==> config.mk <==
export PLATFORM = sky130hd
export DESIGN_NAME = pfid_regs
export DESIGN_NICKNAME = d
export VERILOG_FILES = /design/src/hw/pfid_pkg.sv /design/src/hw/pfid_regs.sv /design/src/hw/pfid_filter_bit.sv
export VERILOG_INCLUDE_DIRS = /design/src /design/src/hw
export SDC_FILE = /design/constraint.sdc
export NUM_CORES = 1
export LEC_CHECK = 0
export ABC_AREA = 1
export BUFFER_PORTS_ARGS = -buffer_cell sky130_fd_sc_hd__buf_2
export CORE_MARGIN = 2
export CORE_UTILIZATION = 30
export CTS_CLUSTER_SIZE = 8
export DETAILED_ROUTE_END_ITERATION = 6
export MAX_ROUTING_LAYER = met4
export PLACE_DENSITY_LB_ADDON = 0.2
export SYNTH_ARGS = -nofsm -noshare
export SYNTH_HDL_FRONTEND = slang
export SYNTH_SLANG_ARGS = --single-unit
export TNS_END_PERCENT = 50
==> constraint.sdc <==
create_clock -name mclk -period 2.1 [get_ports mclk]
set_input_delay 0.105 -clock mclk [delete_from_list [all_inputs] [get_ports mclk]]
set_output_delay 0.105 -clock mclk [all_outputs]
set_load 0.02 [all_outputs]
==> src/hw/pfid_consts.svh <==
// constants for the profiling filter and buffer information register bank
// assumes inclusion by bare name from the register bank design file
`ifndef PFID_CONSTS_SVH
`define PFID_CONSTS_SVH

// ---------------------------------------------------------------
// system register encodings
// ---------------------------------------------------------------
`define PFID_OP0 2'h3
`define PFID_OP1 3'h0
`define PFID_CRN 4'h9
`define PFID_INFO_CRM 4'ha
`define PFID_INFO_OP2 3'h7
`define PFID_FILT_CRM 4'h9
`define PFID_FILT_OP2 3'h5
`define PFID_CAP_CRM 4'h9
`define PFID_CAP_OP2 3'h7

// ---------------------------------------------------------------
// buffer information fields
// ---------------------------------------------------------------
`define PFID_INFO_FLAG_BIT 5
`define PFID_INFO_FLAG_VAL 1'h1
`define PFID_INFO_PROG_BIT 4
`define PFID_INFO_ALIGN_LSB 0
`define PFID_INFO_ALIGN_VAL 4'h6

// ---------------------------------------------------------------
// levels and reset values
// ---------------------------------------------------------------
`define PFID_EL_LOWEST 2'h0
`define PFID_FILT_RESET 64'h0
`define PFID_IMPL_MASK 64'hffff_ffff_ffff_ffff
`define PFID_CAP_VALUE 64'h0

`endif

==> src/hw/pfid_pkg.sv <==
// types shared by the profiling filter and buffer information bank
// assumes the constants header sits beside it
`default_nettype none

package pfid_pkg;

  // system register access request, one cycle wide
  typedef struct packed {
    logic valid;
    logic write;
    logic [1:0] op0;
    logic [2:0] op1;
    logic [3:0] crn;
    logic [3:0] crm;
    logic [2:0] op2;
    logic [1:0] el;
    logic [63:0] wdata;
  } pfid_req_t;

  // answer, one cycle after the request
  typedef struct packed {
    logic ack;
    logic hit;
    logic undef;
    logic [63:0] rdata;
  } pfid_rsp_t;

endpackage

`default_nettype wire

==> src/hw/pfid_regs.sv <==
// profiling buffer information and sampling event filter registers
// assumes requests and samples come from logic on mclk; filter control lives elsewhere
//
// Summary of operation
// - buffer information read at lowest level is undefined; other levels read normally
// - buffer information decodes at 3,0,c9,c10,7 and is 64 bits
// - event filter decodes at 3,0,c9,c9,5 and is 64 bits
// - sampling capability information decodes at 3,0,c9,c9,7 and is 64 bits
// - buffer information bit 5 reads one: flag management like explicit accesses
// - bit 4 reads one when buffer owned higher or other security state
// - bits 3 to 0 read 6, 64-byte alignment, records padded to that
// - overall filter is the AND of all per-event filters
// - set filter bit drops samples whose matching event is zero
// - clear filter bit leaves its event without influence
// - unimplemented or unfilterable event bits read zero and ignore writes
// - all filter bits ignored while filter enable is zero
// - multi-bit implementation events use their bit group as their filter
// - event 3 is level 1 cache refill, event 5 is table walk
// - every lower bit filters the event of the same number
`timescale 1ns/100ps
`default_nettype none
`include "pfid_consts.svh"

module pfid_regs #(
  parameter logic [63:0] IMPL_MASK = `PFID_IMPL_MASK,
  parameter logic [63:0] CAP_VALUE = `PFID_CAP_VALUE
) (
  // clock and reset
  input wire logic mclk,
  input wire logic rst,
  // system register access
  input wire pfid_pkg::pfid_req_t req,
  output var pfid_pkg::pfid_rsp_t rsp,
  // buffer ownership and filter control
  input wire logic buffer_owned_higher,
  input wire logic filter_enable_bit,
  // samples
  input wire logic sample_valid,
  input wire logic [63:0] sample_events,
  output logic sample_done,
  output logic sample_keep
);

  // ---------------------------------------------------------------
  // decode
  // ---------------------------------------------------------------
  wire logic base_hit;
  wire logic info_hit;
  wire logic filt_hit;
  wire logic cap_hit;
  wire logic any_hit;
  wire logic lowest_el;
  wire logic info_undef;
  wire logic filt_wr;
  wire logic [63:0] info_value;
  wire logic [63:0] sel_rdata;
  wire logic [63:0] pass;
  wire logic next_keep;
  logic [63:0] sample_event_filter;

  assign base_hit = req.op0 == `PFID_OP0 && req.op1 == `PFID_OP1 && req.crn == `PFID_CRN;
  assign info_hit = base_hit && req.crm == `PFID_INFO_CRM && req.op2 == `PFID_INFO_OP2;
  assign filt_hit = base_hit && req.crm == `PFID_FILT_CRM && req.op2 == `PFID_FILT_OP2;
  assign cap_hit = base_hit && req.crm == `PFID_CAP_CRM && req.op2 == `PFID_CAP_OP2;
  assign any_hit = info_hit | filt_hit | cap_hit;
  assign lowest_el = req.el == `PFID_EL_LOWEST;
  // the lowest level may not touch any of these; its reads and writes of all three are undefined
  assign info_undef = any_hit && lowest_el;
  // info and capability have no write path at all
  assign filt_wr = req.valid && req.write && filt_hit && !lowest_el;

  // ---------------------------------------------------------------
  // buffer information value, constant apart from ownership
  // ---------------------------------------------------------------
  assign info_value = {58'h0,
    `PFID_INFO_FLAG_VAL,
    buffer_owned_higher,
    `PFID_INFO_ALIGN_VAL};

  assign sel_rdata = (info_undef || !req.valid || req.write) ? 64'h0 :
    info_hit ? info_value :
    filt_hit ? sample_event_filter :
    cap_hit ? CAP_VALUE : 64'h0;

  // ---------------------------------------------------------------
  // registers
  // ---------------------------------------------------------------
  always_ff @(posedge mclk) begin
    if (rst) begin
      sample_event_filter <= `PFID_FILT_RESET;
    end else if (filt_wr) begin
      sample_event_filter <= req.wdata & IMPL_MASK;
    end
  end

  always_ff @(posedge mclk) begin
    if (rst) begin
      rsp <= '0;
    end else begin
      rsp.ack <= req.valid;
      rsp.hit <= req.valid && any_hit;
      rsp.undef <= req.valid && info_undef;
      rsp.rdata <= sel_rdata;
    end
  end

  // ---------------------------------------------------------------
  // sample filter
  // ---------------------------------------------------------------
  // a multi-bit event simply uses several cells; each bit of its group must match
  genvar g;
  generate
    for (g = 0; g < 64; g++) begin : g_cell
      pfid_filter_bit u_cell (
        .armed(sample_event_filter[g]),
        .event_seen(sample_events[g]),
        .pass(pass[g])
      );
    end
  endgenerate

  assign next_keep = !filter_enable_bit || (&pass);

  always_ff @(posedge mclk) begin
    if (rst) begin
      sample_done <= 1'h0;
      sample_keep <= 1'h0;
    end else begin
      sample_done <= sample_valid;
      sample_keep <= sample_valid && next_keep;
    end
  end
endmodule

`default_nettype wire

==> src/hw/pfid_filter_bit.sv <==
// one event filter cell: passes unless the filter is armed and the event is absent
// assumes it is instantiated once per event by the register bank
`timescale 1ns/100ps
`default_nettype none

module pfid_filter_bit (
  // filter setting
  input wire logic armed,
  // event of the sample
  input wire logic event_seen,
  // result
  output logic pass
);

  assign pass = ~armed | event_seen;

endmodule

`default_nettype wire

# After elaboration in Yosys (flattened, before gate mapping)
# Cells that the tools add are included.
dict set report classes {
  n_eq_ne 6
  muxes 2
  bitwise_logic 131
  reduce_logical 25
}
# op n
set ops {}
lappend ops {{$or 1x1->1} 66}
lappend ops {{$not 1->1} 65}
lappend ops {{$reduce_and 64->1} 1}
lappend ops {{$logic_and 1x1->1} 14}
lappend ops {{$eq 4x4->1 const B} 3}
lappend ops {{$mux 6} 2}
lappend ops {{$eq 3x3->1 const B} 2}
lappend ops {{$reduce_or 4->1} 1}
lappend ops {{$logic_not 1->1} 3}
lappend ops {{$logic_not 3->1} 1}
lappend ops {{$logic_or 1x1->1} 3}
lappend ops {{$eq 2x2->1 const B} 1}
lappend ops {{$logic_not 2->1} 1}
lappend ops {{$reduce_or 2->1} 1}
dict set report word_totals {
  regBits 133
  output_inout_bits 69
  wordCells 172
}

# Logic depth before layout (Yosys ltp)
# Gate-level depths: netlist of the first run.
dict set report logic_depth {
  depth_word 11
  ltp_mapped 10
}

# By module
# From an unflattened synthesis of the first run, not the netlist that was laid out.
dict set report unflattened {
  hier_cells 787
  hier_area_um2 5261.3
}
# module instances cells_each area_each_um2 seq_area_each_um2
set modules_own_cells {}
lappend modules_own_cells {pfid_regs 1 659 4780.8 2662.6}
lappend modules_own_cells {pfid_filter_bit 64 2 7.5 0.0}

# Worst setup path after synthesis of the first run
# Ideal clock, no wire load.
dict set report synth_timing {
  path_type {input -> register}
  startpoint {input req[79] in the netlist's numbering}
  endpoint {register sample_event_filter[0]}
  setup_ns 0.113
  t_arrival_ns 1.058
  required_ns 1.987
  slack_ns 0.929
  cell_stages 8
  path_buffers 2
  cell_sequence {nor3_2 nand3b_4 inv_2 nand4_2 buf_4 buf_2 nor2_1 nor2_1}
}
dict set report synth_via {
  elab_chain_cells 7
}
# item line_no
set synth_lines {}
lappend synth_lines {{start: declaration} pfid_regs.sv:32} ;# input wire pfid_pkg::pfid_req_t req,
lappend synth_lines {{$logic_not 3->1 (no source line)} -}
lappend synth_lines {{$logic_and 1x1->1 (no source line) (4 in series)} -}
lappend synth_lines {{$logic_and 1x1->1 (2 in series)} pfid_regs.sv:70} ;# assign filt_wr = req.valid && req.write && filt_hit && !lowest_el;
lappend synth_lines {{end signal: assignment} pfid_regs.sv:90} ;# sample_event_filter <= `PFID_FILT_RESET;
lappend synth_lines {{end signal: assignment} pfid_regs.sv:92} ;# sample_event_filter <= req.wdata & IMPL_MASK;
lappend synth_lines {{end: declaration} pfid_regs.sv:59} ;# logic [63:0] sample_event_filter;
# Every way passes these cells.
# A chain may end at the register's enable or synchronous reset.

# Worst setup path after layout of the first run
dict set report layout_timing {
  startpoint {input rst}
  endpoint {register rsp[52] in the netlist's numbering}
}
dict set report layout_via {
  elab_chain_cells 1
}
# item line_no
set layout_lines {}
lappend layout_lines {{start: declaration} pfid_regs.sv:30} ;# input wire logic rst,
lappend layout_lines {{$reduce_or 4->1 (no source line)} -}
lappend layout_lines {{end: declaration} pfid_regs.sv:33} ;# output var pfid_pkg::pfid_rsp_t rsp,
# Every way passes these cells.

==> qor.yml, run 1 <==
start_util_pct: 30.6
port_buffers: 221
relSlewSlack_pct: 67.6
path_cells: "dlygate4sd3_1, buf_2, nor2_1, inv_1, nor2_1, nand3_4, buf_4, nor2_1"
whs_ps: 35.3
cp.arrival_ps: 1760
cts_setup_buffers: 0
final_cell_mix: "buf_2 (221), nand2_1 (218), nor2_1 (204)"
cts_tree: "done"
route.detailed.drc: 0
drive_gt1_share_pct: 26.8
syn2layout_area_growth_pct: 50.3
die_w_um: 136
yosysTopAreaCellShare_pct: 50.7
wirelength_um: 14300
cp-start-kind: "input port"
synth.distinct_cells: 25
post_drt_wl_per_cell_um: 11.2
top_usage_layer: "met2"
final.setup.tns_ps: 0
ys_seq_elements: 133
grt_max_degree: 66
cellPowerDensity_nw_per_um2: 779
instances_no_fill: 1281
ys_warn_count: 0
hold_path.class: "in2reg"
path_clk_slew_ps: 60
clock-skew-final_ps: 5.79
gp_congestion: 0.744
synthTopCellsByArea: "dfxtp_1 (51%), nand2_1 (16%), nor2_1 (15%)"
finalHoldViolations: 0
critPathTopFamily: "buffers and inverters"
grt_use_met3_pct: 4.29
avgSynthCellArea_um2: 6.96
worstPathRequired_ps: 2440
grtUsageTotal_pct: 15.8
grt_pass1_wl_um: 22200
power_uw: 6150
critical_path_class: "in2reg"
multi_input_area_um2: 1900
core_um2: 17200
final_common_cell: "buf_2"
fp.dieH_um: 136
root_buffer: "clkbuf_16"
outcome: "finished clean"
tightest_slew_ps: 485
ioPinCount: 222
ant_nets: 0
vias: 5006
synth_top_area_cell: "dfxtp_1"
first_global_vias: 4875
seqCellArea_um2: 2660
cap_viol_max_count: 0
vias_per_cell: 3.91
cp_slowest_cell: "dlygate4sd3_1"
cp.buffers_inverters: 4
fmaxAchievable_ghz: 0.705
rsz0062_at_grt: "no"
gr-total-overflow: 0
setup_violations: 0
cp_max_fo: 24
cts_sinks: 133
peakVddDrop_uv: 514
dieArea_um2: 18600
ys_seq_area_share_pct: 50.7
nets: 1195
p_leak_uw: 0.00439
rows: 48
synthCells: 754
grtUsageMet1_pct: 19.4
hpwl_um: 9780
crit_top_cell: "nor2_1"
cts_buffers: 17
met2_usage_pct: 24.5
clk_latency_ps: 410
clk_path_buf_depth: 2
place_inst: 1179
final_max_slew_viol_count: 0
fin_crit_ps: 1420
fin_crit_sh_pct: 67.5
critical-path-max-stage-delay_ps: 530
first_pass_iters: 4
final_core_util_pct: 45.9
syn_nets: 907
antenna_found_initial: 1
syn-cell-area_um2: 5250
htree_levels: 4
fillers: 1779
drt_iter0_drc: 215
cp-end-kind: "register"
## state kept, by name, indices dropped and copies added (netlist names)
signal,flops
sample_keep,1
rsp,67
sample_event_filter,64
sample_done,1
## kinds of logic (layout without fill, tap and decap cells)
family	after synthesis	count (layout)	share of synthesized area [%]
compound gates	18	18	1.79
simple gates	448	448	34.3
buf+inv	155	456	13.2
other cells	0	1	0
flops	133	133	50.7
## synth_stat cells (all sizes together)
master	count
and3	1
nand2	219
nand4	2
a21oi	5
buf	25
inv	128
clkbuf	2
nor2	218
nor3	3
nand3	3
nand3b	2
dfxtp	133
o21ai	13
## layout make-up
cell class / count / area share (%)
clock inverter: 11 / 2.49
multi-input combinational: 466 / 24.1
timing repair buffer: 296 / 24.1
sequential: 133 / 33.7
inverter: 128 / 6.09
clock buffer: 21 / 5.83
antenna: 1 / 0.0317
tap: 225 / 3.57
## stage by stage
stage                     cell area (µm²)  setup WS (ps)
final                                7890            681
after global routing                 7890            580
after CTS                            7890            710
after detailed placement             6540            396
after global placement               6540            437
after floorplan                      5250            929
## worst reg2reg max path, cell delays in order, from the launching register on
cell and delay, ps:
dfxtp_1 340, nand2_1 70, o21ai_0 80, nor2_1 120, nand2_1 80, nor2_1 140, nand2_1 80, nor2_1 130
nor2_1 50, nor2_1 70
## worst paths after layout
check / start / end / slack, ps / depth (start not counted)
setup reg to reg: sample_event_filter[4] / sample_keep / 870 / 9
hold reg to reg: sample_event_filter[9] / rsp[9] / 450 / 2
setup / recovery: rst / rsp[52] / 680 / 8
hold / removal: req[67] / rsp[4] / 40 / 4
## routing by layer
layer / part of all wire [%] / vias to the layer above
li1: - / 2742
met1: 48 / 2075
met2: 44 / 162
met3: 6.3 / 27
met4: 2.0 / 0
met5: 0 / -
## power breakdown
group          internal (µW)  switching (µW)
Clock                   2180            1110
Sequential              2530           0.854
Combinational            202             123
Total                   4910            1240
## repair_timing
action | in CTS | in global routing
endpoints found under the setup margin | 0 | 0
hold endpoints to repair | 69 | 0
hold buffers | 69 | 0
resized for setup | 0 | 0
Note: power is estimated with default switching activity, not from simulation.
==> run 2: changes to the inputs <==
==> constraint.sdc (replaced) <==
create_clock -name mclk -period 1.3 [get_ports mclk]
set_input_delay 0.065 -clock mclk [delete_from_list [all_inputs] [get_ports mclk]]
set_output_delay 0.065 -clock mclk [all_outputs]
set_load 0.02 [all_outputs]
==> run 2 against run 1 <==
Compared with the run above:
- setup slack worse by 560 ps
- worst hold slack better by 8.4 ps
- die area unchanged
- highest routed layer unchanged
- largest cell class unchanged
- sequential power up 61%
- clock skew up 1.1 ps
==> qor.yml, run 2 (synthesis gave the netlist of run 1 again) <==
outcome: "finished clean"
cp-end-kind: "register"
port_buffers: 221
power_frac_comb_pct: 5.5
die_w_um: 136
gp_congestion: 0.763
wirelength_um: 14000
worstPathRequired_ps: 1650
final_max_slew_viol_count: 0
fin_ws_ps: 120
path_depth: 9
fin_crit_sh_pct: 90.8
vias_per_cell: 3.90
htree_levels: 4
dpl_cell_area_um2: 6660
hpwl_um: 9620
ant_nets: 0
preCtsSetupSlack_ps: -10.4
cap_viol_max_count: 0
cts_buffers: 17
finalHoldViolations: 0
reg_top3: "rsp x67, sample_event_filter x64"
switching_share_pct: 21.5
root_buffer: "clkbuf_16"
tightest_slew_ps: 287
core_um2: 17200
diodes: 0
cp.buffers_inverters: 0
instances_no_fill: 1293
switchingPower_uw: 2080
rows: 48
cts_tree: "done"
power_frac_seq_pct: 42.3
grtUsageTotal_pct: 15.6
drt_iter0_drc: 153
gr-total-overflow: 0
ff2ff_path_depth: 9
fmaxAchievable_ghz: 0.847
first_global_vias: 4789
multi_input_area_um2: 1920
crit_top_cell: "nor2_1"
clk_path_buf_depth: 2
p_leak_uw: 0.00445
cellPowerDensity_nw_per_um2: 1210
critPathTopFamily: "simple AND/OR/NAND/NOR gates"
relSlewSlack_pct: 80.9
critical_path_class: "reg2reg"
top_register: "rsp"
clock-skew-final_ps: 6.88
path_clk_slew_ps: 60
ff2ff_setup_slack_ps: 120
cp-start-kind: "register"
final_area_um2: 7980
hold_path.class: "in2reg"
grt_pass1_wl_um: 21900
final.setup.tns_ps: 0
clk_latency_ps: 410
fp.dieH_um: 136
critPathCapture: "sample_keep"
antenna_found_initial: 0
nets: 1208
fillers: 1779
cts_sinks: 133
path_cells: "nand2_1, o21ai_0, nor2_1, nand2_1, nor2_2, nand2_1, nor2_1, nor2_1, nor2_1"
critical-path-max-stage-delay_ps: 310
final_common_cell: "buf_2"
route.detailed.drc: 0
setup.worst_path.start: "sample_event_filter[34]"
syn2layout_area_growth_pct: 52.0
drive_gt1_share_pct: 28.7
place_inst: 1193
peakVddDrop_uv: 850
setup_violations: 0
rsz0062_at_grt: "yes"
start_util_pct: 30.6
p_int_uw: 7570
largest_reg_flops: 67
cp_max_fo: 2
seqCellArea_um2: 2660
post_drt_wl_per_cell_um: 10.8
cp_slowest_cell: "dfxtp_1"
vias: 5039
ioPinCount: 222
fin_crit_ps: 1180
reg2reg_from: "sample_event_filter[34]"
cp.arrival_ps: 1530
final_cell_mix: "buf_2 (221), nand2_1 (218), nor2_1 (200)"
first_pass_iters: 7
cts_setup_buffers: 0
regToRegEndpoint: "sample_keep"
pwr-share-clk_pct: 52.1
dieArea_um2: 18600
grt_max_degree: 67
==> run 2: repair_timing <==
| action | 4_1_cts | 5_1_grt |
|---|---|---|
| hold endpoints to repair | 70 | 0 |
| endpoints found under the setup margin | 0 | 23 |
| resized for setup | 0 | 8 |
| hold buffers | 68 | 0 |
==> run 2: cell type report <==
cell class | count | share of cell area [%]
Tap cell | 225 | 3.53
Inverter | 128 | 6.02
Timing Repair Buffer | 309 | 25.2
Sequential cell | 133 | 33.4
Clock inverter | 13 | 2.18
Multi-Input combinational cell | 466 | 24.0
Clock buffer | 19 | 5.67
==> run 2: worst min path at each step <==
stage	startpoint	endpoint	slack (ps)	depth (start not counted)
after CTS	req[82]	rsp[1]	50	4
after global placement	rst	rsp[66]	290	2
after detailed placement	rst	rsp[66]	280	2
final	req[82]	rsp[2]	40	4
after floorplan	rst	rsp[66]	150	1
after global routing	req[82]	rsp[2]	60	4
==> run 2: power groups by stage <==
stage | clock network [µW] | logic [µW] | registers (µW)
2_1_floorplan | 0 | 85.2 | 4180
3_3_place_gp | 0 | 381 | 4170
3_5_place_dp | 0 | 376 | 4170
4_1_cts | 5180 | 537 | 4080
5_1_grt | 5360 | 588 | 4080
6_report | 5030 | 533 | 4080
==> run 2: stage by stage <==
stage               power, µW  util (%)  hold slack, ps
finish                   9640      46.5            43.7
global route            10000      46.5            56.3
CTS                      9800      46.4            53.7
detailed placement       4550      38.8             281
global placement         4550      38.8             288
floorplan                4260         -             155
==> run 2: worst min-delay path, stage by stage <==
cell and delay [ps]:
buf_2 90, nor2_2 60, nand2_1 140, a21oi_1 50
==> run 2: routing by layer <==
layer  track usage [%]  wire [µm]  vias to the layer above
met1              19.6       6710                     2116
met3              4.62        848                        9
met5                 -          0                        -
met2              24.5       6320                      150
li1                  -          -                     2764
met4              4.34        112                        0
